`src/rtl/kei_pkg.sv`:
```
// Constants, bus carrier and helper functions for the key edge interrupt unit.
// Assumes a byte-wide CPU register port with byte and single-bit writes.
package kei_pkg;

  localparam int KEI_AW = 20;
  localparam int KEI_DW = 8;
  localparam int KEI_KEYS = 8;

  // Register addresses
  localparam logic [KEI_AW-1:0] KEI_CTRL_ADDR = 20'hFFF34;
  localparam logic [KEI_AW-1:0] KEI_ENA_ADDR = 20'hFFF35;
  localparam logic [KEI_AW-1:0] KEI_FLAG_ADDR = 20'hFFF36;

  // Field positions in key_control
  localparam int KEI_EDGE_BIT = 0;
  localparam int KEI_MODE_BIT = 1;

  // Reset values and masks
  localparam logic [KEI_DW-1:0] KEI_CTRL_RST = 8'h00;
  localparam logic [KEI_DW-1:0] KEI_ENA_RST = 8'h00;
  localparam logic [KEI_DW-1:0] KEI_FLAG_RST = 8'h00;
  localparam logic [KEI_DW-1:0] KEI_CTRL_MASK = 8'h03;
  localparam logic [KEI_DW-1:0] KEI_RD_NONE = 8'h00;
  localparam logic [KEI_DW-1:0] KEI_ZERO = 8'h00;
  localparam logic [KEI_DW-1:0] KEI_ONE = 8'h01;

  // Field encodings
  localparam logic KEI_EDGE_FALL = 1'b0;
  localparam logic KEI_EDGE_RISE = 1'b1;
  localparam logic KEI_FLAGS_OFF = 1'b0;
  localparam logic KEI_FLAGS_ON = 1'b1;

  // Operating mode decoded from key_control
  typedef enum logic [1:0] {
    KEI_MODE_LEVEL = 2'b00,
    KEI_MODE_FLAG = 2'b01,
    KEI_MODE_FLAG_RISE = 2'b10
  } kei_mode_t;

  // One CPU access, all fields valid in the same cycle
  typedef struct packed {
    logic [KEI_AW-1:0] addr;
    logic rd;
    logic wr;
    logic bitWr;
    logic [2:0] bitIdx;
    logic bitVal;
    logic [KEI_DW-1:0] wdata;
  } kei_bus_t;

  // Plain read/write register update for byte and single-bit writes
  function automatic logic [KEI_DW-1:0] kei_rw_next(logic [KEI_DW-1:0] old, kei_bus_t req);
    logic [KEI_DW-1:0] v;
    v = old;
    if (req.wr) begin
      v = req.wdata;
    end else if (req.bitWr) begin
      v[req.bitIdx] = req.bitVal;
    end
    return v;
  endfunction : kei_rw_next

  // Bits that a write to the flag register clears; ones never set anything
  function automatic logic [KEI_DW-1:0] kei_clr_mask(kei_bus_t req);
    logic [KEI_DW-1:0] m;
    m = KEI_ZERO;
    if (req.wr) begin
      m = ~req.wdata;
    end else if (req.bitWr && !req.bitVal) begin
      m = KEI_ONE << req.bitIdx;
    end
    return m;
  endfunction : kei_clr_mask

  // Lowest set bit as a one-hot vector
  function automatic logic [KEI_DW-1:0] kei_lowest(logic [KEI_DW-1:0] v);
    return v & (~v + KEI_ONE);
  endfunction : kei_lowest

endpackage : kei_pkg

```
`src/rtl/kei_sync.sv`:
```
// Two-stage synchroniser for the key input pins.
// Assumes the pins are asynchronous to clk; no filtering is done here.
`timescale 1ns/10ps
module kei_sync #(
  parameter int WIDTH = 8
) (
  input wire logic clk,
  input wire logic arst_n,
  input wire logic [WIDTH-1:0] din,
  output logic [WIDTH-1:0] dout
);

  logic [WIDTH-1:0] stage1;
  logic [WIDTH-1:0] next_stage1;
  logic [WIDTH-1:0] next_dout;

  // First stage feeds only the second stage
  always_comb begin
    next_stage1 = din;
    next_dout = stage1;
  end

  always_ff @(posedge clk or negedge arst_n) begin
    if (!arst_n) begin
      stage1 <= '0;
      dout <= '0;
    end else begin
      stage1 <= next_stage1;
      dout <= next_dout;
    end
  end

endmodule : kei_sync

```
`src/rtl/kei_edge.sv`:
```
// Edge finder on the qualified active levels of the key channels.
// Assumes act is already synchronous to clk and gated by the channel enables.
`timescale 1ns/10ps
module kei_edge #(
  parameter int WIDTH = 8
) (
  input wire logic clk,
  input wire logic arst_n,
  input wire logic [WIDTH-1:0] act,
  output logic [WIDTH-1:0] rise
);

  logic [WIDTH-1:0] actPrev;
  logic [WIDTH-1:0] next_actPrev;

  // Previous sample of the active level
  always_comb begin
    next_actPrev = act;
  end

  always_ff @(posedge clk or negedge arst_n) begin
    if (!arst_n) begin
      actPrev <= '0;
    end else begin
      actPrev <= next_actPrev;
    end
  end

  // Enabling a channel already at its active level also counts as an edge
  assign rise = act & ~actPrev;

  property p_edge_once;
    @(posedge clk) disable iff (!arst_n)
    (rise != '0) |=> ((rise & $past(rise)) == '0);
  endproperty
  a_edge_once: assert property (p_edge_once) else $error("key edge reported twice in a row");

endmodule : kei_edge

```
`src/rtl/kei_top.sv`:
```
// Key edge interrupt unit: eight key inputs, one combined request.
// Assumes a single-cycle CPU register port (kei_bus_t) on clk, and key pins
// that are asynchronous and already configured as inputs elsewhere.
`timescale 1ns/10ps
module kei_top
  import kei_pkg::*;
#(
  parameter logic [KEI_AW-1:0] ENA_ADDR = KEI_ENA_ADDR,
  parameter logic [KEI_AW-1:0] FLAG_ADDR = KEI_FLAG_ADDR
) (
  input wire logic clk,
  input wire logic arst_n,
  input wire kei_bus_t busReq,
  input wire logic [KEI_KEYS-1:0] keyPins,
  output logic [KEI_DW-1:0] rdData,
  output logic keyIrq
);

  // Register state
  logic [KEI_DW-1:0] ctrl;
  logic [KEI_DW-1:0] next_ctrl;
  logic [KEI_DW-1:0] keyEna;
  logic [KEI_DW-1:0] next_keyEna;
  logic [KEI_DW-1:0] flags;
  logic [KEI_DW-1:0] next_flags;
  logic [KEI_DW-1:0] pending;
  logic [KEI_DW-1:0] next_pending;
  logic [KEI_DW-1:0] next_rdData;
  logic next_keyIrq;

  // Detection path
  logic [KEI_KEYS-1:0] keySync;
  logic [KEI_KEYS-1:0] act;
  logic [KEI_KEYS-1:0] keyEvent;
  logic anyActive;
  logic edgeRise;
  logic flagsOn;
  kei_mode_t mode;

  // Access decode and flag scheduling
  logic selCtrl;
  logic selEna;
  logic selFlag;
  logic [KEI_DW-1:0] clrMask;
  logic [KEI_DW-1:0] cand;
  logic [KEI_DW-1:0] pick;
  logic [KEI_DW-1:0] kept;

  kei_sync #(
    .WIDTH(KEI_KEYS)
  ) u_sync (
    .clk(clk),
    .arst_n(arst_n),
    .din(keyPins),
    .dout(keySync)
  );

  // Control fields
  assign edgeRise = ctrl[KEI_EDGE_BIT] == KEI_EDGE_RISE;
  assign flagsOn = ctrl[KEI_MODE_BIT] == KEI_FLAGS_ON;

  // Active level per channel; disabled pins are forced inactive
  assign act = keyEna & (edgeRise ? keySync : ~keySync);
  assign anyActive = |act;

  kei_edge #(
    .WIDTH(KEI_KEYS)
  ) u_edge (
    .clk(clk),
    .arst_n(arst_n),
    .act(act),
    .rise(keyEvent)
  );

  // Mode decode; rising edge with flags is undefined, so it runs as flag mode with rising select (KEI_MODE_FLAG_RISE)
  always_comb begin
    case ({flagsOn, edgeRise})
      2'b00: mode = KEI_MODE_LEVEL;
      2'b01: mode = KEI_MODE_LEVEL;
      2'b10: mode = KEI_MODE_FLAG;
      2'b11: mode = KEI_MODE_FLAG_RISE;
      default: mode = KEI_MODE_LEVEL;
    endcase
  end

  // Address decode
  assign selCtrl = busReq.addr == KEI_CTRL_ADDR;
  assign selEna = busReq.addr == ENA_ADDR;
  assign selFlag = busReq.addr == FLAG_ADDR;

  // Flag clears only count while flags are in use; otherwise the access is ignored
  assign clrMask = (selFlag && flagsOn) ? kei_clr_mask(busReq) : KEI_ZERO;

  // Register writes; reserved control bits are never stored
  always_comb begin
    next_ctrl = ctrl;
    next_keyEna = keyEna;
    if (selCtrl) begin
      next_ctrl = kei_rw_next(ctrl, busReq) & KEI_CTRL_MASK;
    end
    if (selEna) begin
      next_keyEna = kei_rw_next(keyEna, busReq);
    end
  end

  // Flag scheduling: new edges not promoted at once queue as pending, one flag stands at a time.
  // Promotion waits for a cycle with no flag so the request falls and rises
  // again, which gives the CPU a fresh edge for each queued channel.
  always_comb begin
    cand = pending | keyEvent;
    kept = flags & ~clrMask;
    pick = KEI_ZERO;
    next_flags = kept;
    next_pending = cand;
    if (!flagsOn) begin
      next_flags = KEI_ZERO;
      next_pending = KEI_ZERO;
    end else if (flags == KEI_ZERO) begin
      pick = kei_lowest(cand);
      next_flags = kept | pick;
      next_pending = cand & ~pick;
    end
  end

  // Combined request, chosen by mode
  always_comb begin
    case (mode)
      KEI_MODE_LEVEL: next_keyIrq = anyActive;
      KEI_MODE_FLAG: next_keyIrq = |next_flags;
      KEI_MODE_FLAG_RISE: next_keyIrq = |next_flags;
      default: next_keyIrq = 1'b0;
    endcase
  end

  // Read data; unmapped addresses read zero, reads see the value before a same-cycle write
  always_comb begin
    next_rdData = rdData;
    if (busReq.rd) begin
      if (selCtrl) begin
        next_rdData = ctrl;
      end else if (selEna) begin
        next_rdData = keyEna;
      end else if (selFlag) begin
        next_rdData = flags;
      end else begin
        next_rdData = KEI_RD_NONE;
      end
    end
  end

  // State registers
  always_ff @(posedge clk or negedge arst_n) begin
    if (!arst_n) begin
      ctrl <= KEI_CTRL_RST;
      keyEna <= KEI_ENA_RST;
      flags <= KEI_FLAG_RST;
      pending <= KEI_ZERO;
      rdData <= KEI_RD_NONE;
      keyIrq <= 1'b0;
    end else begin
      ctrl <= next_ctrl;
      keyEna <= next_keyEna;
      flags <= next_flags;
      pending <= next_pending;
      rdData <= next_rdData;
      keyIrq <= next_keyIrq;
    end
  end

  // Checks

  property p_reset_vals;
    @(posedge clk) disable iff (!arst_n)
    $rose(arst_n) |-> (ctrl == KEI_CTRL_RST) && (keyEna == KEI_ENA_RST) && (flags == KEI_FLAG_RST);
  endproperty
  a_reset_vals: assert property (p_reset_vals) else $error("registers not cleared by reset");

  property p_ctrl_write;
    @(posedge clk) disable iff (!arst_n)
    (selCtrl && busReq.wr) |=> (ctrl == ($past(busReq.wdata) & KEI_CTRL_MASK));
  endproperty
  a_ctrl_write: assert property (p_ctrl_write) else $error("control byte write lost");

  property p_ena_bit_write;
    @(posedge clk) disable iff (!arst_n)
    (selEna && busReq.bitWr && !busReq.wr) |=> (keyEna[$past(busReq.bitIdx)] == $past(busReq.bitVal));
  endproperty
  a_ena_bit_write: assert property (p_ena_bit_write) else $error("enable bit write lost");

  property p_disabled_quiet;
    @(posedge clk) disable iff (!arst_n)
    ((keyEvent & ~keyEna) == '0) && ((act & ~keyEna) == '0);
  endproperty
  a_disabled_quiet: assert property (p_disabled_quiet) else $error("disabled channel detected");

  property p_level_irq;
    @(posedge clk) disable iff (!arst_n)
    ($past(mode) == KEI_MODE_LEVEL) |-> (keyIrq == $past(anyActive));
  endproperty
  a_level_irq: assert property (p_level_irq) else $error("level request does not follow pins");

  property p_flag_irq;
    @(posedge clk) disable iff (!arst_n)
    ($past(flagsOn) && flagsOn) |-> (keyIrq == (flags != KEI_ZERO));
  endproperty
  a_flag_irq: assert property (p_flag_irq) else $error("flag request does not follow flags");

  property p_flags_off;
    @(posedge clk) disable iff (!arst_n)
    !flagsOn |=> (flags == KEI_ZERO) && (pending == KEI_ZERO);
  endproperty
  a_flags_off: assert property (p_flags_off) else $error("flags set while unused");

  property p_one_flag;
    @(posedge clk) disable iff (!arst_n)
    $onehot0(flags);
  endproperty
  a_one_flag: assert property (p_one_flag) else $error("more than one flag standing");

  property p_next_flag;
    @(posedge clk) disable iff (!arst_n)
    (flagsOn && (flags == KEI_ZERO) && (pending != KEI_ZERO)) |=> (flags != KEI_ZERO) ##1 1'b1;
  endproperty
  a_next_flag: assert property (p_next_flag) else $error("pending edge not promoted");

  property p_write_one;
    @(posedge clk) disable iff (!arst_n)
    (flagsOn && selFlag && busReq.bitWr && !busReq.wr && busReq.bitVal) |=> ((flags & $past(flags)) == $past(flags));
  endproperty
  a_write_one: assert property (p_write_one) else $error("writing one changed a flag");

  property p_write_zero;
    @(posedge clk) disable iff (!arst_n)
    (flagsOn && selFlag && busReq.wr && (flags != KEI_ZERO)) |=> ((flags & ~$past(busReq.wdata)) == KEI_ZERO);
  endproperty
  a_write_zero: assert property (p_write_zero) else $error("writing zero left a flag set");

  // Register access: writes land at the taking edge, reads answer one cycle later

  property p_ena_write;
    @(posedge clk) disable iff (!arst_n)
    (selEna && busReq.wr) |=> (keyEna == $past(busReq.wdata));
  endproperty
  a_ena_write: assert property (p_ena_write) else $error("enable byte write lost");

  property p_ctrl_bit_write;
    @(posedge clk) disable iff (!arst_n)
    (selCtrl && busReq.bitWr && !busReq.wr && (busReq.bitIdx <= 3'(KEI_MODE_BIT))) |=>
      (ctrl[$past(busReq.bitIdx)] == $past(busReq.bitVal));
  endproperty
  a_ctrl_bit_write: assert property (p_ctrl_bit_write) else $error("control bit write lost");

  property p_ctrl_reserved;
    @(posedge clk) disable iff (!arst_n)
    (ctrl & ~KEI_CTRL_MASK) == KEI_ZERO;
  endproperty
  a_ctrl_reserved: assert property (p_ctrl_reserved) else $error("reserved control bit stored");

  property p_rd_ctrl;
    @(posedge clk) disable iff (!arst_n)
    (busReq.rd && selCtrl) |=> (rdData == $past(ctrl));
  endproperty
  a_rd_ctrl: assert property (p_rd_ctrl) else $error("control read returned wrong data");

  property p_rd_ena;
    @(posedge clk) disable iff (!arst_n)
    (busReq.rd && selEna) |=> (rdData == $past(keyEna));
  endproperty
  a_rd_ena: assert property (p_rd_ena) else $error("enable read returned wrong data");

  property p_rd_flag;
    @(posedge clk) disable iff (!arst_n)
    (busReq.rd && selFlag) |=> (rdData == $past(flags));
  endproperty
  a_rd_flag: assert property (p_rd_flag) else $error("flag read returned wrong data");

  // Read data must stand between reads, software may sample it late
  property p_rd_hold;
    @(posedge clk) disable iff (!arst_n)
    !busReq.rd |=> $stable(rdData);
  endproperty
  a_rd_hold: assert property (p_rd_hold) else $error("read data changed without a read");

  // Only checked while a flag stands, since a promotion may refill the bit
  property p_flag_bit_clear;
    @(posedge clk) disable iff (!arst_n)
    (flagsOn && selFlag && busReq.bitWr && !busReq.wr && !busReq.bitVal && (flags != KEI_ZERO)) |=>
      !flags[$past(busReq.bitIdx)];
  endproperty
  a_flag_bit_clear: assert property (p_flag_bit_clear) else $error("bit clear left a flag set");

  property p_clear_drop;
    @(posedge clk) disable iff (!arst_n)
    (flagsOn && (flags != KEI_ZERO) && (kept == KEI_ZERO)) |=> !keyIrq;
  endproperty
  a_clear_drop: assert property (p_clear_drop) else $error("request stayed up after flag clear");

  // A flag may only appear for a channel that saw an edge or was queued
  property p_flag_source;
    @(posedge clk) disable iff (!arst_n)
    (flags & ~$past(flags) & ~$past(pending) & ~$past(keyEvent)) == KEI_ZERO;
  endproperty
  a_flag_source: assert property (p_flag_source) else $error("flag set without an edge");

endmodule : kei_top

```
`config.mk`:
```
export PLATFORM = sky130hd
export DESIGN_NAME = kei_top
export DESIGN_NICKNAME = d
export VERILOG_FILES = /design/src/rtl/kei_pkg.sv /design/src/rtl/kei_sync.sv /design/src/rtl/kei_edge.sv /design/src/rtl/kei_top.sv
export SDC_FILE = /design/constraint.sdc
export NUM_CORES = 1
export LEC_CHECK = 0
export ABC_CLOCK_PERIOD_IN_PS = 3000
export BUFFER_PORTS_ARGS = -buffer_cell sky130_fd_sc_hd__buf_4
export CORE_AREA = 5 5 101 103
export DETAILED_ROUTE_END_ITERATION = 8
export DIE_AREA = 0 0 106 108
export MAX_ROUTING_LAYER = met4
export PLACE_DENSITY = 0.56
export SYNTH_ARGS = -nofsm -noshare
export SYNTH_HDL_FRONTEND = slang
export SYNTH_SLANG_ARGS = --single-unit
```
`constraint.sdc`:
```
create_clock -name clk -period 3 [get_ports clk]
set_input_delay 0.3 -clock clk [delete_from_list [all_inputs] [get_ports clk]]
set_output_delay 0.3 -clock clk [all_outputs]
set_load 0.005 [all_outputs]
```
# Word-level counts from Yosys, hierarchy flattened
# Index checks and enable logic that the tools add are counted.
word_totals:
  reg_bits: 59
  out_inout_bits: 9
classes:
  addsub: 1
  magnitude_cmp: 2
  n_reduce_logical: 14
  mux: 21
  eq_ne: 8
  bitwise: 13
  n_shift: 1
ops:
  columns: ["cell", "count"]
  rows:
  - ["two-way mux 8 bit", 13]
  - ["equality test 20 bit, second input constant", 3]
  - ["inverter 8 bit", 6]
  - ["AND 8 bit", 5]
  - ["bitwise mux 8 bit", 2]
  - ["bitwise OR 8 bit", 2]
  - ["OR reduction 8 bit", 2]
  - ["adder 8 x 1 -> 8 bit, second input constant", 1]
  - ["logical NOT 8 bit", 1]
  - ["left shift 1 x 3 -> 8 bit, first input constant", 1]
  - ["equality test 2 bit, second input constant", 3]
  - ["case mux 2 bit (3 select lines)", 1]
  - ["equality test 2 x 1 -> 1 bit, second input constant", 2]
  - ["logical NOT 2 bit", 2]
  - ["< comparator 3 x 4 -> 1 bit, second input constant", 1]
  - ["two-way mux 2 bit", 2]
  - ["AND reduction 2 bit", 2]
  - ["OR reduction 2 bit", 2]
  - ["demux 1 bit (select 3 bit)", 1]
  - ["greater-or-equal comparator 3 x 1 -> 1 bit, second input constant", 1]
  - ["logical AND 1 bit", 3]
  - ["case mux 1 bit (2 select lines)", 1]
  - ["nonzero test 2 bit", 1]
  - ["logical NOT 1 bit", 1]
  - ["two-way mux 1 bit", 1]

# Depth between registers and ports, before layout
# Gate-level depths: netlist of run 1.
depth:
  word_depth: 13
  mapped_depth: 9
  depth_no_buf: 7

# By module
# Synthesis of run 1 repeated with hierarchy kept, for this count alone.
hier_totals:
  cells_unflattened: 285
  hier_area_um2: 3009.1
by_module_without_submodules:
  columns: ["mod", "area_each_um2", "cells_per_inst", "n_inst", "seq_area_each_um2"]
  rows:
  - ["kei_top", 2298.5, 253, 1, 875.8]
  - ["kei_sync", 400.4, 16, 1, 400.4]
  - ["kei_edge", 310.3, 16, 1, 200.2]

# Worst setup path before layout of run 1
# OpenSTA, ideal clock, no wires.
synth_timing:
  path_type: "reg2reg"
  startpoint: "reg flags[0]"
  endpoint: "reg keyIrq"
  arrival_time_ps: 2134
  synth_period_minus_slack_ps: 2215
  path_buffers: 0
  path_slack_ps: 785
  path_stages_with_launch: 7
  setup_time_ps: 82
  cell_sequence: "dfrtp_1 or4_4 a2111oi_4 nand4_4 o31ai_1 a2111oi_1 a31oi_1"
synth_between:
  elab_chain_cells: 6
  elab_cells_between_ends: 7
synth_lines:
  columns: ["item", "line_no", "rtl"]
  rows:
  - ["start: declaration", "kei_top.sv:24", "logic [KEI_DW-1:0] flags;"]
  - ["start signal: assignment", "kei_top.sv:163", "flags <= next_flags;"]
  - ["AND 8 bit", "kei_top.sv:111", "kept = flags & ~clrMask;"]
  - ["bitwise OR 8 bit", "kei_top.sv:120", "next_flags = kept | pick;"]
  - ["two-way mux 8 bit *", "kei_top.sv:118", "end else if (flags == KEI_ZERO) begin"]
  - ["two-way mux 8 bit *", "kei_top.sv:115", "if (!flagsOn) begin"]
  - ["OR reduction 8 bit *", "kei_top.sv:129, kei_top.sv:130", null]
  - ["case mux 1 bit (2 select lines) *", "kei_top.sv:127", "case (mode)"]
  - ["via next_keyIrq", "kei_top.sv:29", "logic next_keyIrq;"]
  - ["end signal: assignment", "kei_top.sv:166", "keyIrq <= next_keyIrq;"]
  - ["end: declaration", "kei_top.sv:16", "output logic keyIrq"]
# The timed path passes the listed nets; every way through them passes the cells marked *.
# A chain may end at the register's enable or synchronous reset.

# Final worst setup path of run 1
layout_timing:
  startpoint: "reg ctrl[0]"
  endpoint: "reg keyIrq"
layout_between:
  elab_chain_cells: 12
  elab_cells_between_ends: 23
layout_lines:
  columns: ["item", "line_no", "rtl"]
  rows:
  - ["start: declaration", "kei_top.sv:20", "logic [KEI_DW-1:0] ctrl;"]
  - ["start signal: assignment", "kei_top.sv:161", "ctrl <= next_ctrl;"]
  - ["two-way mux 8 bit", "kei_top.sv:63", "assign act = keyEna & (edgeRise ? keySync : ~keySync);"]
  - ["AND 8 bit", "kei_top.sv:63", null]
  - ["AND 8 bit", "kei_edge.sv:30", "assign rise = act & ~actPrev;"]
  - ["bitwise OR 8 bit", "kei_top.sv:110", "cand = pending | keyEvent;"]
  - ["inverter 8 bit", "kei_pkg.sv:77", "return v & (~v + KEI_ONE);"]
  - ["adder 8 x 1 -> 8 bit", "kei_pkg.sv:77", null]
  - ["AND 8 bit", "kei_pkg.sv:77", null]
  - ["bitwise OR 8 bit", "kei_top.sv:120", null]
  - ["two-way mux 8 bit", "kei_top.sv:118", null]
  - ["two-way mux 8 bit", "kei_top.sv:115", null]
  - ["OR reduction 8 bit", "kei_top.sv:129, kei_top.sv:130", null]
  - ["case mux 1 bit (2 select lines) *", "kei_top.sv:127", null]
  - ["via next_keyIrq", "kei_top.sv:29", null]
# Marks and branches as above.

==> report_table.html, run 1 <==
<table>
<tr><th>Metric</th><th>Value</th></tr>
<tr><th colspan="2">Global route</th></tr>
<tr><td>Largest net degree at the start of global routing</td><td>60</td></tr>
<tr><td>Leftover overflow at the end of global routing</td><td>0</td></tr>
<tr><td>Initial antenna violation count</td><td>0</td></tr>
<tr><td>GRT Resource Usage Total</td><td>13.7%</td></tr>
<tr><td>First-pass GRT wire length</td><td>11,900 um</td></tr>
<tr><td>Vias in the first global route</td><td>around 2,300</td></tr>
<tr><th colspan="2">Critical path</th></tr>
<tr><td>First element of the critical path</td><td>ctrl[0]</td></tr>
<tr><td>Critical Path End Type</td><td>register</td></tr>
<tr><td>Startpoint of the most critical register-to-register path</td><td>ctrl[0]</td></tr>
<tr><td>Arrival time at the worst endpoint</td><td>2740 ps</td></tr>
<tr><td>Type of element launching the critical path</td><td>register</td></tr>
<tr><td>Max stage delay cell, worst path</td><td>sky130_fd_sc_hd__dfrtp_1</td></tr>
<tr><td>Top delay family on crit path</td><td>compound AO/OA/AOI/OAI gates</td></tr>
<tr><td>Critical register-to-register path endpoint</td><td>keyIrq</td></tr>
<tr><td>Critical path data required time</td><td>3250 ps</td></tr>
<tr><td>Slack of the worst reg-to-reg path</td><td>520 ps</td></tr>
<tr><td>CP Max Fanout</td><td>13</td></tr>
<tr><td>Cells along the critical path</td><td>xnor2_1, a2111oi_4, nand4_4, o31ai_1, a2111oi_1, a31oi_1</td></tr>
<tr><td>Buffering stage count on the worst path with inverters included</td><td>0</td></tr>
<tr><td>Reg2reg path depth</td><td>6</td></tr>
<tr><td>Startpoint-to-endpoint class of the critical path</td><td>register to register</td></tr>
<tr><td>Delay of the slowest cell on the worst path</td><td>750 ps</td></tr>
<tr><th colspan="2">Clocking</th></tr>
<tr><td>Post-cts hold buffer count</td><td>0</td></tr>
<tr><td>Num CTS Buffers</td><td>9</td></tr>
<tr><td>Buffer count from post-CTS setup fixing</td><td>0</td></tr>
<tr><td>CTS sink cnt</td><td>59</td></tr>
<tr><td>CTS H-Tree Depth</td><td>3</td></tr>
<tr><td>Clock tree from TritonCTS</td><td>built</td></tr>
<tr><td>CTS Buffer Depth</td><td>2</td></tr>
<tr><td>CTS Root Cell</td><td>sky130_fd_sc_hd__clkbuf_8</td></tr>
<tr><td>Clock insertion delay at the later pin of the skew report</td><td>330 ps</td></tr>
<tr><td>Post-CTS sizing</td><td>0</td></tr>
<tr><td>Clock transition at the registers of the reported paths</td><td>70 ps</td></tr>
<tr><th colspan="2">Synthesis</th></tr>
<tr><td>Most used flip-flop cell after synthesis</td><td>sky130_fd_sc_hd__dfrtp_1</td></tr>
<tr><td>Net Count, Synth</td><td>321</td></tr>
<tr><td>Area fraction of the dominant cell type after synthesis</td><td>between 50% and 60%</td></tr>
<tr><td>Average instance area after synthesis</td><td>10.5 sq um</td></tr>
<tr><td>Cell types occupying the most area after synthesis</td><td>sky130_fd_sc_hd__dfrtp_1, sky130_fd_sc_hd__mux2i_1, sky130_fd_sc_hd__a22oi_1</td></tr>
<tr><td>Number of flops mapped to enable cells by yosys</td><td>0</td></tr>
<tr><td>Synth cell count leaders</td><td>sky130_fd_sc_hd__dfrtp_1, sky130_fd_sc_hd__nor2_1, sky130_fd_sc_hd__inv_1</td></tr>
<tr><td>Cell count after synthesis</td><td>around 270</td></tr>
<tr><td>Count of cell types in the netlist</td><td>55</td></tr>
<tr><td>Count leader, synth</td><td>sky130_fd_sc_hd__dfrtp_1</td></tr>
<tr><td>Synthesized cell area</td><td>2880 sq um</td></tr>
<tr><td>Fraction of registers with async set or reset after synthesis</td><td>100%</td></tr>
<tr><td>Most area-hungry cell type in the Yosys netlist</td><td>sky130_fd_sc_hd__dfrtp_1</td></tr>
<tr><td>Sequential element share of the synthesized area</td><td>about 51%</td></tr>
<tr><td>Flip-flop and latch count after synthesis</td><td>59</td></tr>
<tr><td>Synthesis warning total</td><td>0</td></tr>
<tr><th colspan="2">Drt</th></tr>
<tr><td>Vias after detailed routing</td><td>~2,300</td></tr>
<tr><td>Number of routed nets with antenna violations</td><td>0</td></tr>
<tr><td>Number of remaining DRC errors</td><td>0</td></tr>
<tr><td>Starting DRT DRC Count</td><td>153</td></tr>
<tr><td>Post-detailed-route wirelength per cell</td><td>between 15 and 20 um</td></tr>
<tr><td>Via count normalized by instance count</td><td>5.06</td></tr>
<tr><td>Total iterations of the first detailed-routing run</td><td>4</td></tr>
<tr><td>Total detailed-routing wirelength</td><td>7160 um</td></tr>
<tr><th colspan="2">Pwr</th></tr>
<tr><td>Fraction of power consumed by combinational cells</td><td>8.8%</td></tr>
<tr><td>Share of power burned in registers</td><td>44.2%</td></tr>
<tr><td>Static leakage power</td><td>between 1.5 and 2 nW</td></tr>
<tr><td>Internal power consumption</td><td>1.47 mW</td></tr>
<tr><td>Share of power burned in the clock network</td><td>47.0%</td></tr>
<tr><td>Switching power share of the total</td><td>21.3%</td></tr>
<tr><td>Sw Pwr</td><td>0.398 mW</td></tr>
<tr><td>Pwr per Cell Area</td><td>511 nW/um^2</td></tr>
<tr><td>Largest vdd supply drop</td><td>0.000297 V</td></tr>
<tr><th colspan="2">Placement</th></tr>
<tr><td>Port Buffer Count</td><td>53</td></tr>
<tr><td>Final weighted congestion in routability-driven placement</td><td>approximately 0.8</td></tr>
<tr><td>Pre-CTS setup slack</td><td>499 ps</td></tr>
<tr><td>Post-DP HPWL</td><td>between 5000 and 6000 um</td></tr>
<tr><th colspan="2">STA</th></tr>
<tr><td>Final critical-path setup slack</td><td>slightly above 500 ps</td></tr>
<tr><td>RSZ-0062 raised after global routing</td><td>no</td></tr>
<tr><td>Worst relative slew slack</td><td>approximately half</td></tr>
<tr><td>Setup skew after layout</td><td>6.30 ps</td></tr>
<tr><td>Final period utilization</td><td>82.8%</td></tr>
<tr><td>Worst slew pin tran</td><td>~750 ps</td></tr>
<tr><td>Fin crit period</td><td>2480 ps</td></tr>
<tr><td>Setup violations, final</td><td>0</td></tr>
<tr><td>Setup Total Neg Slack</td><td>0 ps</td></tr>
<tr><td>Final Hold Viols</td><td>0</td></tr>
<tr><td>Highest clock frequency the design can meet</td><td>402 MHz</td></tr>
<tr><td>Max Slew Vio Count</td><td>0</td></tr>
<tr><th colspan="2">Cells and area</th></tr>
<tr><td>Nets</td><td>380</td></tr>
<tr><td>Number of fillers in the final layout</td><td>921</td></tr>
<tr><td>Sequential cell area</td><td>around 1500 sq um</td></tr>
<tr><td>Antenna cells</td><td>0</td></tr>
<tr><td>Share of post-route cells with drive strength above 1</td><td>between 20% and 30%</td></tr>
<tr><td>Area of combinational cells with multiple inputs</td><td>1300 sq um</td></tr>
<tr><td>P&amp;R area growth vs syn</td><td>26.9%</td></tr>
<tr><th colspan="2">Worst hold path</th></tr>
<tr><td>Path category of the worst min-delay check</td><td>input port to async pin</td></tr>
<tr><th colspan="2">Die</th></tr>
<tr><td>Horiz. Die Dim</td><td>106 um</td></tr>
<tr><td>Die Ht</td><td>108 um</td></tr>
<tr><td>Area of the core</td><td>9110 sq um</td></tr>
<tr><td>Die Footprint</td><td>11,400 sq um</td></tr>
<tr><td>IO Count</td><td>54</td></tr>
<tr><td>Placement row count</td><td>35</td></tr>
<tr><td>Initial core utilization</td><td>roughly a third</td></tr>
<tr><th colspan="2">Run</th></tr>
<tr><td>Maxcap violations</td><td>0</td></tr>
<tr><th colspan="2">Run status</th></tr>
<tr><td>Result of the run</td><td>finished, final reports clean</td></tr>
</table>
[flip-flops by register name, indices dropped and copies added, names as in the netlist]
signal / flops
u_sync.dout: 8
u_edge.actPrev: 8
u_sync.next_dout: 8
keyEna: 8
flags: 8
pending: 8
ctrl: 2
rdData: 8
keyIrq: 1
[power by group through the flow]
stage | logic [mW] | clock network (mW) | registers (mW)
finish | 0.165 | 0.878 | 0.827
global route | 0.183 | 0.941 | 0.828
CTS | 0.167 | 0.906 | 0.827
detailed placement | 0.166 | 0 | 0.842
global placement | 0.164 | 0 | 0.842
floorplan | 0.0762 | 0 | 0.840
[through the flow]
stage,hold WS (ps),instance area [sq um],util [%],power (mW),instances
2_1_floorplan,4.41,2880,-,0.916,274
3_3_place_gp,333,3420,37.5,1.01,433
3_5_place_dp,335,3420,37.5,1.01,433
4_1_cts,52.6,3660,40.2,1.90,449
5_1_grt,40.6,3660,40.2,1.95,449
6_report,37.2,3660,40.2,1.87,449
[cell usage in the layout (no fill, tap or decap), drive strengths merged, types with 4 or more instances in the layout]
| master | n |
|---|---|
| nor4 | 4 |
| mux2i | 11 |
| a21oi | 12 |
| mux2 | 5 |
| buf | 58 |
| nor2 | 18 |
| inv | 17 |
| o21ai | 16 |
| a22oi | 12 |
| a31o | 4 |
| nand3 | 5 |
| nor2b | 8 |
| dfrtp | 59 |
| o31ai | 4 |
| clkbuf | 11 |
| and2 | 9 |
| xnor2 | 8 |
| nand2 | 15 |
| nand2b | 4 |
| a31oi | 7 |
[worst max path at each step]
stage | slack [ps] | cells after the start | endpoint
after CTS | 490 | 6 | keyIrq
after floorplan | 780 | 6 | keyIrq
final | 520 | 6 | keyIrq
after global placement | 570 | 8 | keyEna[4]
after detailed placement | 500 | 6 | keyIrq
after global routing | 280 | 6 | keyIrq
[routing by layer]
metal	up-vias	routed length, um	track usage [%]
met5	-	0	-
met4	0	150	4.90
met3	12	467	4.72
met2	77	3290	20.5
met1	1060	3260	17.3
li1	1123	-	-
[kinds of logic (layout without fill, tap and decap cells)]
family	after synthesis	in the layout	share of synthesized area, %
AND/OR/NAND/NOR	88	88	17.9
buffers and inverters	27	91	3.60
XOR/XNOR	8	8	2.43
adder cells (fa/ha/maj)	2	2	0.868
flip-flops	59	59	51.2
multiplexers	16	16	5.78
AO/OA/AOI/OAI	74	74	18.2
[worst reg2reg max path: cells and delay by family, from the launching register on]
kind             cells  cell delay (ps)
AO/OA/AOI/OAI        4             1190
flip-flops           1              750
XOR/XNOR             1              250
AND/OR/NAND/NOR      1              220
[final cells by class]
class / instances / share of cell area [%]
Clock buffer: 11 / 3.87
Timing Repair Buffer: 58 / 11.9
Sequential cell: 59 / 40.4
Clock inverter: 5 / 2.74
Inverter: 17 / 1.74
Tap cell: 111 / 3.80
Multi-Input combinational cell: 188 / 35.6
No activity file was read; power rests on OpenSTA's default activity.
==> run 2, diff against run 1 <==
Settings changed: ABC_AREA from default to 1, ABC_CLOCK_PERIOD_IN_PS 3000 to 2290, CORE_AREA 5 5 101 103 to 5 5 106 108, DIE_AREA 0 0 106 108 to 0 0 111 113.
Clock period 3 ns to 2.29 ns, I/O delays scaled along.
==> run 2 against run 1 <==
  * Non-clock buffer count is 5 higher
  * Total power grew 24%
  * Clock power is 21% higher
  * Largest power group is now sequential cells
==> report_table.html, run 2 <==
<table>
<tr><th>Metric</th><th>Value</th></tr>
<tr><th colspan="2">Placement</th></tr>
<tr><td>Post-DP HPWL</td><td>6100 um (+17%)</td></tr>
<tr><td>Placed inst area</td><td>3700 sq um (+8.3%)</td></tr>
<tr><td>Placed Instances</td><td>577 (+33%)</td></tr>
<tr><td>Port Buffer Count</td><td>53 (unchanged)</td></tr>
<tr><td>Final weighted congestion in routability-driven placement</td><td>0.863 (+8.1%)</td></tr>
<tr><th colspan="2">Synthesis</th></tr>
<tr><td>Count leader, synth</td><td>sky130_fd_sc_hd__nand2_1</td></tr>
<tr><td>Synth cell count leaders</td><td>sky130_fd_sc_hd__nand2_1, sky130_fd_sc_hd__dfrtp_1, sky130_fd_sc_hd__inv_1</td></tr>
<tr><td>Area fraction of the dominant cell type after synthesis</td><td>46.8% (-4.4 points)</td></tr>
<tr><td>Synthesized cell area</td><td>3160 sq um (+9.5%)</td></tr>
<tr><td>Number of flops mapped to enable cells by yosys</td><td>0 (unchanged)</td></tr>
<tr><td>Fraction of registers with async set or reset after synthesis</td><td>100% (unchanged)</td></tr>
<tr><td>Synthesis warning total</td><td>0 (unchanged)</td></tr>
<tr><td>Average instance area after synthesis</td><td>8.05 sq um (-23%)</td></tr>
<tr><td>Cell types occupying the most area after synthesis</td><td>sky130_fd_sc_hd__dfrtp_1, sky130_fd_sc_hd__nand2_1, sky130_fd_sc_hd__inv_1</td></tr>
<tr><td>Count of cell types in the netlist</td><td>35 (-36%)</td></tr>
<tr><td>Sequential element share of the synthesized area</td><td>46.8% (-4.4 points)</td></tr>
<tr><td>Flip-flop and latch count after synthesis</td><td>59 (unchanged)</td></tr>
<tr><td>Net Count, Synth</td><td>439 (+37%)</td></tr>
<tr><td>Most area-hungry cell type in the Yosys netlist</td><td>sky130_fd_sc_hd__dfrtp_1</td></tr>
<tr><td>Cell count after synthesis</td><td>392 (+43%)</td></tr>
<tr><td>Most used flip-flop cell after synthesis</td><td>sky130_fd_sc_hd__dfrtp_1</td></tr>
<tr><th colspan="2">STA</th></tr>
<tr><td>Worst slew pin tran</td><td>735 ps (-16.0 ps)</td></tr>
<tr><td>Setup Total Neg Slack</td><td>0 ps (unchanged)</td></tr>
<tr><td>Final Hold Viols</td><td>0 (unchanged)</td></tr>
<tr><td>Setup skew after layout</td><td>8.77 ps (+2.47 ps)</td></tr>
<tr><td>RSZ-0062 raised after global routing</td><td>no</td></tr>
<tr><td>Minimum hold slack</td><td>167 ps (+130 ps)</td></tr>
<tr><td>Highest clock frequency the design can meet</td><td>502 MHz (+25%)</td></tr>
<tr><td>Final period utilization</td><td>86.9% (+4.1 points)</td></tr>
<tr><td>Max Slew Vio Count</td><td>0 (unchanged)</td></tr>
<tr><td>Fin crit period</td><td>1990 ps (-494 ps)</td></tr>
<tr><td>Worst relative slew slack</td><td>51.0% (+1.1 points)</td></tr>
<tr><td>Setup violations, final</td><td>0 (unchanged)</td></tr>
<tr><th colspan="2">Drt</th></tr>
<tr><td>Total iterations of the first detailed-routing run</td><td>5 (+1)</td></tr>
<tr><td>Total detailed-routing wirelength</td><td>7860 um (+9.7%)</td></tr>
<tr><td>Post-detailed-route wirelength per cell</td><td>13.0 um (-18%)</td></tr>
<tr><td>Starting DRT DRC Count</td><td>127 (-17%)</td></tr>
<tr><td>Via count normalized by instance count</td><td>4.45 (-12%)</td></tr>
<tr><td>Number of routed nets with antenna violations</td><td>0 (unchanged)</td></tr>
<tr><td>Number of remaining DRC errors</td><td>0 (unchanged)</td></tr>
<tr><td>Vias after detailed routing</td><td>2,679 (+18%)</td></tr>
<tr><th colspan="2">Die</th></tr>
<tr><td>Die Ht</td><td>113 um (+4.6%)</td></tr>
<tr><td>Die Footprint</td><td>12,500 sq um (+9.6%)</td></tr>
<tr><td>Placement row count</td><td>37 (+5.7%)</td></tr>
<tr><td>Area of the core</td><td>10,100 sq um (+11%)</td></tr>
<tr><td>Initial core utilization</td><td>31.1% (-0.51 points)</td></tr>
<tr><td>IO Count</td><td>54 (unchanged)</td></tr>
<tr><td>Horiz. Die Dim</td><td>111 um (+4.7%)</td></tr>
<tr><th colspan="2">Global route</th></tr>
<tr><td>Leftover overflow at the end of global routing</td><td>0 (unchanged)</td></tr>
<tr><td>Vias in the first global route</td><td>2,649 (+16%)</td></tr>
<tr><td>Largest net degree at the start of global routing</td><td>60 (unchanged)</td></tr>
<tr><td>First-pass GRT wire length</td><td>13,200 um (+11%)</td></tr>
<tr><td>GRT Resource Usage Total</td><td>13.6% (-0.10 points)</td></tr>
<tr><td>Initial antenna violation count</td><td>0 (unchanged)</td></tr>
<tr><th colspan="2">Critical path</th></tr>
<tr><td>Type of element launching the critical path</td><td>register</td></tr>
<tr><td>Startpoint-to-endpoint class of the critical path</td><td>register to register</td></tr>
<tr><td>Max stage delay cell, worst path</td><td>sky130_fd_sc_hd__dfrtp_1</td></tr>
<tr><td>Reg2reg path depth</td><td>13 (+7)</td></tr>
<tr><td>Critical path data required time</td><td>2510 ps (-740 ps)</td></tr>
<tr><td>Buffering stage count on the worst path with inverters included</td><td>1 (+1)</td></tr>
<tr><td>CP Max Fanout</td><td>14 (+1)</td></tr>
<tr><td>Startpoint of the most critical register-to-register path</td><td>ctrl[0]</td></tr>
<tr><td>Arrival time at the worst endpoint</td><td>2210 ps (-530 ps)</td></tr>
<tr><td>Critical register-to-register path endpoint</td><td>keyIrq</td></tr>
<tr><td>Slack of the worst reg-to-reg path</td><td>300 ps (-220 ps)</td></tr>
<tr><td>Cells along the critical path</td><td>inv_2, nand2_1, nand3_2, nor2_2, nor2_4, nand2_1, nor2_4, nand4_1, nand2_1, nor2_2, nand3_2, nand2_2, a21oi_2</td></tr>
<tr><td>Critical Path End Type</td><td>register</td></tr>
<tr><td>Top delay family on crit path</td><td>simple AND/OR/NAND/NOR gates</td></tr>
<tr><td>Delay of the slowest cell on the worst path</td><td>640 ps (-110 ps)</td></tr>
<tr><td>Top cell by count, worst path</td><td>sky130_fd_sc_hd__nand2_1</td></tr>
<tr><th colspan="2">Cells and area</th></tr>
<tr><td>Commonest non-fill, non-tap cells in the layout</td><td>sky130_fd_sc_hd__nand2_1, sky130_fd_sc_hd__dfrtp_1, sky130_fd_sc_hd__inv_1</td></tr>
<tr><td>P&amp;R area growth vs syn</td><td>27.2%</td></tr>
<tr><td>Final cell count without fillers</td><td>602 (+34%)</td></tr>
<tr><td>Commonest non-fill, non-tap cell in the layout</td><td>sky130_fd_sc_hd__nand2_1</td></tr>
<tr><td>Final Util</td><td>39.6% (-0.56 points)</td></tr>
<tr><td>Antenna cells</td><td>0 (unchanged)</td></tr>
<tr><td>Share of post-route cells with drive strength above 1</td><td>24.9% (-1.1 points)</td></tr>
<tr><td>Final non-filler cell area</td><td>4010 sq um (+9.8%)</td></tr>
<tr><td>Nets</td><td>508 (+34%)</td></tr>
<tr><th colspan="2">Run</th></tr>
<tr><td>Maxcap violations</td><td>0 (unchanged)</td></tr>
<tr><th colspan="2">Clocking</th></tr>
<tr><td>Clock transition at the registers of the reported paths</td><td>70 ps (about the same)</td></tr>
<tr><td>Clock tree from TritonCTS</td><td>built</td></tr>
<tr><td>Clock insertion delay at the later pin of the skew report</td><td>340 ps (about the same)</td></tr>
<tr><td>CTS sink cnt</td><td>59 (unchanged)</td></tr>
<tr><td>CTS H-Tree Depth</td><td>3 (unchanged)</td></tr>
<tr><td>CTS Root Cell</td><td>sky130_fd_sc_hd__clkbuf_8</td></tr>
<tr><td>CTS Buffer Depth</td><td>2 (unchanged)</td></tr>
<tr><td>Num CTS Buffers</td><td>9 (unchanged)</td></tr>
<tr><td>Buffer count from post-CTS setup fixing</td><td>0 (unchanged)</td></tr>
<tr><th colspan="2">Pwr</th></tr>
<tr><td>Largest vdd supply drop</td><td>0.000347 V (+17%)</td></tr>
<tr><td>Pwr per Cell Area</td><td>578 nW/um^2 (+13%)</td></tr>
<tr><td>Static leakage power</td><td>2.01 nW (+23%)</td></tr>
<tr><th colspan="2">Worst hold path</th></tr>
<tr><td>Path category of the worst min-delay check</td><td>input port to register</td></tr>
<tr><td>Hold Crit Endpoint</td><td>rdData[6]</td></tr>
<tr><td>Hold Crit Depth</td><td>3</td></tr>
<tr><td>HP Start</td><td>busReq[14]</td></tr>
<tr><th colspan="2">Run status</th></tr>
<tr><td>Result of the run</td><td>finished, final reports clean</td></tr>
</table>
run 2: cell count changes after synthesis, moves of 9 or more:
cell                      delta
sky130_fd_sc_hd__nand2_1    +84
sky130_fd_sc_hd__a22oi_1    -12
sky130_fd_sc_hd__inv_1      +39
sky130_fd_sc_hd__nor2_1     +24
sky130_fd_sc_hd__nor2_2     +11
sky130_fd_sc_hd__and2_1      -9
sky130_fd_sc_hd__nand3_1    +17
sky130_fd_sc_hd__o21ai_1     -9
run 2: per-stage QoR:
step	setup WS [ps]	total power, mW
final	299	2.32
after global routing	119	2.43
after CTS	291	2.35
after detailed placement	319	1.27
after global placement	385	1.27
after floorplan	773	1.17
run 2: routing by layer:
| layer | share of wire [%] | up-vias | wire length (um) | track usage (%) |
|---|---|---|---|---|
| met5 | 0 | - | 0 | - |
| met4 | 1.2 | 0 | 95 | 3.86 |
| met3 | 7.6 | 6 | 596 | 4.65 |
| met2 | 45 | 78 | 3560 | 20.6 |
| met1 | 46 | 1212 | 3610 | 17.4 |
| li1 | - | 1383 | - | - |
run 2: area by class of cell:
type	count	area (sq um)
clock inverters	7	100
clock buffers	9	124
repair buffers	63	495
inverters	64	240
fillers	1027	6120
flip-flops and latches	59	1480
multi-input cells	264	1410
well taps	136	170
run 2: how the worst max path moves through the flow:
stage	start	endpoint	cells past startpoint
2_1_floorplan	ctrl[0]	keyIrq	14
3_3_place_gp	ctrl[0]	keyIrq	13
3_5_place_dp	ctrl[0]	keyIrq	13
4_1_cts	ctrl[0]	keyIrq	13
5_1_grt	ctrl[0]	keyIrq	11
6_report	ctrl[0]	keyIrq	13
run 2: cells by family after synthesis:
group	after synthesis	synth area share [%]
buf+inv	69	8.60
mux	4	1.27
compound gates	42	9.63
simple gates	216	32.9
flops	59	46.8
fa+ha+maj	2	0.793
run 2: what timing repair did:
| action | CTS | global route |
|---|---|---|
| hold endpoints to repair | 63 | 0 |
| resized for setup | 0 | 0 |
| hold buffers | 9 | 0 |
run 2: worst reg2reg max path: cells and delay by family (launching register included):
| kind | cells | cell delay [ps] |
|---|---|---|
| flip-flops | 1 | 640 |
| AO/OA/AOI/OAI | 1 | 50 |
| buffers and inverters | 1 | 160 |
| AND/OR/NAND/NOR | 11 | 1030 |
run 2: where the power goes:
group	switching (mW)	total [mW]	internal, mW
combinational	0.107	0.192	0.0846
sequential	0.00828	1.07	1.06
clock	0.438	1.06	0.619
total	0.554	2.32	1.77
==> run 3, diff against run 2 <==
Settings changed: PLACE_DENSITY 0.56 to default.
==> run 3 against run 2 <==
  * Die area stayed put
  * Via count rose by 0.71%
  * Clock power rose by 10%
  * Maximum frequency shrank 0.22%
  * Sequential share of layout area shrank 0.28 points
  * Highest routed layer unchanged
  * Total power rose by 4.9%
  * Hold slack got worse by 17 ps
  * Largest cell class unchanged
  * Non-clock buffer count rose by 1
  * Clock skew decreased by 3.5 ps
  * Register-to-register slack barely moved
==> report_table.html, run 3 (same netlist as run 2, synthesis figures left out) <==
<table>
<tr><th>Metric</th><th>Value</th></tr>
<tr><th colspan="2">Run status</th></tr>
<tr><td>Result of the run</td><td>finished, final reports clean</td></tr>
<tr><th colspan="2">Clocking</th></tr>
<tr><td>Num CTS Buffers</td><td>9 (unchanged)</td></tr>
<tr><td>Clock insertion delay at the later pin of the skew report</td><td>340 ps (about the same)</td></tr>
<tr><td>CTS Buffer Depth</td><td>2 (unchanged)</td></tr>
<tr><td>Clock tree from TritonCTS</td><td>built</td></tr>
<tr><td>Clock transition at the registers of the reported paths</td><td>70 ps (about the same)</td></tr>
<tr><td>CTS sink cnt</td><td>59 (unchanged)</td></tr>
<tr><td>CTS Root Cell</td><td>sky130_fd_sc_hd__clkbuf_8</td></tr>
<tr><td>CTS H-Tree Depth</td><td>3 (unchanged)</td></tr>
<tr><th colspan="2">Critical path</th></tr>
<tr><td>Startpoint of the most critical register-to-register path</td><td>ctrl[0]</td></tr>
<tr><td>Critical path data required time</td><td>2570 ps (+60 ps)</td></tr>
<tr><td>CP Max Fanout</td><td>14 (unchanged)</td></tr>
<tr><td>Critical register-to-register path endpoint</td><td>keyIrq</td></tr>
<tr><td>Arrival time at the worst endpoint</td><td>2270 ps (+60 ps)</td></tr>
<tr><td>Slack of the worst reg-to-reg path</td><td>290 ps (about the same)</td></tr>
<tr><td>Critical Path End Type</td><td>register</td></tr>
<tr><td>Startpoint-to-endpoint class of the critical path</td><td>register to register</td></tr>
<tr><td>Type of element launching the critical path</td><td>register</td></tr>
<tr><td>Reg2reg path depth</td><td>13 (unchanged)</td></tr>
<tr><th colspan="2">STA</th></tr>
<tr><td>Final Hold Viols</td><td>0 (unchanged)</td></tr>
<tr><td>Max Slew Vio Count</td><td>0 (unchanged)</td></tr>
<tr><td>Final critical-path setup slack</td><td>295 ps (-4.33 ps)</td></tr>
<tr><td>Setup Total Neg Slack</td><td>0 ps (unchanged)</td></tr>
<tr><td>Final period utilization</td><td>87.1% (+0.19 points)</td></tr>
<tr><td>Setup skew after layout</td><td>5.25 ps (-3.52 ps)</td></tr>
<tr><td>RSZ-0062 raised after global routing</td><td>no</td></tr>
<tr><td>Setup violations, final</td><td>0 (unchanged)</td></tr>
<tr><td>Highest clock frequency the design can meet</td><td>501 MHz (-0.22%)</td></tr>
<tr><td>Fin crit period</td><td>2000 ps (+4.32 ps)</td></tr>
<tr><td>Worst slew pin tran</td><td>720 ps (-14.6 ps)</td></tr>
<tr><td>Worst relative slew slack</td><td>52.0% (+0.97 points)</td></tr>
<tr><th colspan="2">Cells and area</th></tr>
<tr><td>Area of combinational cells with multiple inputs</td><td>1410 sq um (unchanged)</td></tr>
<tr><td>Sequential cell area</td><td>1480 sq um (unchanged)</td></tr>
<tr><td>Commonest non-fill, non-tap cell in the layout</td><td>sky130_fd_sc_hd__nand2_1</td></tr>
<tr><td>P&amp;R area growth vs syn</td><td>28.2%</td></tr>
<tr><td>Commonest non-fill, non-tap cells in the layout</td><td>sky130_fd_sc_hd__nand2_1, sky130_fd_sc_hd__dfrtp_1, sky130_fd_sc_hd__inv_1</td></tr>
<tr><td>Number of fillers in the final layout</td><td>1,016 (-1.1%)</td></tr>
<tr><td>Share of post-route cells with drive strength above 1</td><td>25.1% (+0.16 points)</td></tr>
<tr><td>Nets</td><td>509 (+0.20%)</td></tr>
<tr><td>Antenna cells</td><td>0 (unchanged)</td></tr>
<tr><th colspan="2">Placement</th></tr>
<tr><td>Port Buffer Count</td><td>53 (unchanged)</td></tr>
<tr><td>Final weighted congestion in routability-driven placement</td><td>0.897 (+3.9%)</td></tr>
<tr><td>Post-DP HPWL</td><td>6120 um (+0.23%)</td></tr>
<tr><td>Pre-CTS setup slack</td><td>334 ps (+15.6 ps)</td></tr>
<tr><th colspan="2">Global route</th></tr>
<tr><td>Largest net degree at the start of global routing</td><td>60 (unchanged)</td></tr>
<tr><td>First-pass GRT wire length</td><td>13,300 um (+1.1%)</td></tr>
<tr><td>Vias in the first global route</td><td>2,700 (+1.9%)</td></tr>
<tr><td>Initial antenna violation count</td><td>0 (unchanged)</td></tr>
<tr><td>Leftover overflow at the end of global routing</td><td>0 (unchanged)</td></tr>
<tr><td>GRT Resource Usage Total</td><td>13.8% (+0.16 points)</td></tr>
<tr><th colspan="2">Die</th></tr>
<tr><td>Horiz. Die Dim</td><td>111 um (unchanged)</td></tr>
<tr><td>IO Count</td><td>54 (unchanged)</td></tr>
<tr><td>Die Ht</td><td>113 um (unchanged)</td></tr>
<tr><td>Area of the core</td><td>10,100 sq um (unchanged)</td></tr>
<tr><td>Initial core utilization</td><td>31.1% (unchanged)</td></tr>
<tr><td>Die Footprint</td><td>12,500 sq um (unchanged)</td></tr>
<tr><td>Placement row count</td><td>37 (unchanged)</td></tr>
<tr><th colspan="2">Pwr</th></tr>
<tr><td>Static leakage power</td><td>2.02 nW (+0.60%)</td></tr>
<tr><td>PnR Total Power</td><td>2.43 mW (+4.9%)</td></tr>
<tr><td>Largest vdd supply drop</td><td>0.000356 V (+2.6%)</td></tr>
<tr><td>Pwr per Cell Area</td><td>601 nW/um^2 (+4.1%)</td></tr>
<tr><th colspan="2">Worst hold path</th></tr>
<tr><td>Path category of the worst min-delay check</td><td>input port to register</td></tr>
<tr><td>Hold Crit Depth</td><td>3 (unchanged)</td></tr>
<tr><td>HP Start</td><td>busReq[14]</td></tr>
<tr><td>Hold Crit Endpoint</td><td>rdData[2]</td></tr>
<tr><th colspan="2">Drt</th></tr>
<tr><td>Starting DRT DRC Count</td><td>127 (unchanged)</td></tr>
<tr><td>Via count normalized by instance count</td><td>4.47 (+0.54%)</td></tr>
<tr><td>Number of routed nets with antenna violations</td><td>0 (unchanged)</td></tr>
<tr><td>Number of remaining DRC errors</td><td>0 (unchanged)</td></tr>
<tr><td>Vias after detailed routing</td><td>2,698 (+0.71%)</td></tr>
<tr><td>Post-detailed-route wirelength per cell</td><td>12.9 um (-1.1%)</td></tr>
<tr><td>Total iterations of the first detailed-routing run</td><td>4 (-1)</td></tr>
<tr><td>Total detailed-routing wirelength</td><td>7780 um (-0.90%)</td></tr>
<tr><th colspan="2">Run</th></tr>
<tr><td>Maxcap violations</td><td>0 (unchanged)</td></tr>
</table>
run 3: cell count changes in the layout (fill, tap and decap cells not counted), sizes merged:
| cell | before | now |
|---|---|---|
| inv | 65 | 66 |
| clkinvlp | 0 | 1 |
| clkinv | 4 | 1 |
| bufinv | 2 | 3 |
| buf | 54 | 55 |
run 3: through the flow:
step	hold WS (ps)	utilization, %	instance area [sq um]	std cells
floorplan	-66.6	-	3160	392
global placement	331	36.6	3710	578
detailed placement	335	36.6	3710	578
CTS	132	39.9	4050	603
global route	153	39.9	4050	603
finish	150	39.9	4050	603
run 3: area by class of cell:
cell class	instances	share of cell area, %
inverter	64	5.94
timing repair buffer	64	12.4
clock inverter	7	3.06
tap	136	4.21
multi-input combinational	264	34.8
clock buffer	9	3.06
sequential	59	36.5
run 3: what timing repair did:
item / in CTS / in global routing
hold endpoints to repair: 67 / 0
resized for setup: 0 / 0
hold buffers: 9 / 0
setup buffers: 0 / 0
run 3: how the worst max path moves through the flow:
stage,slack (ps),from,cells after the start,endpoint
finish,290,ctrl[0],13,keyIrq
global placement,390,ctrl[0],13,keyIrq
CTS,320,ctrl[0],13,keyIrq
detailed placement,330,ctrl[0],13,keyIrq
global route,50,ctrl[0],13,keyIrq
floorplan,770,ctrl[0],14,keyIrq
run 3: critical path, cell delays in order, from the launching register on:
cell                      delay, ps
sky130_fd_sc_hd__dfrtp_1        550
sky130_fd_sc_hd__inv_2          190
sky130_fd_sc_hd__nand2_1         80
sky130_fd_sc_hd__nand3_2        110
sky130_fd_sc_hd__nor2_1          50
sky130_fd_sc_hd__nor2_1         150
sky130_fd_sc_hd__nand2_1        110
sky130_fd_sc_hd__nor2_4         150
sky130_fd_sc_hd__nand4_1        130
sky130_fd_sc_hd__nand2_1        120
sky130_fd_sc_hd__nor2_2          50
sky130_fd_sc_hd__nand3_2         70
sky130_fd_sc_hd__nand2_2         50
sky130_fd_sc_hd__a21oi_2        100
run 3: per-layer routing:
layer,share of wire (%),vias up,global-route usage (%)
met5,0,-,-
met4,2.1,0,5.75
met3,8.3,16,4.44
met2,45,86,20.8
met1,45,1212,17.0
li1,-,1384,-
run 3: report_power, final:
group | switching [mW] | leakage, nW | internal [mW]
Combinational | 0.108 | 1.25 | 0.0846
Clock | 0.438 | 0.120 | 0.731
Sequential | 0.00904 | 0.651 | 1.06
Total | 0.554 | 2.02 | 1.88
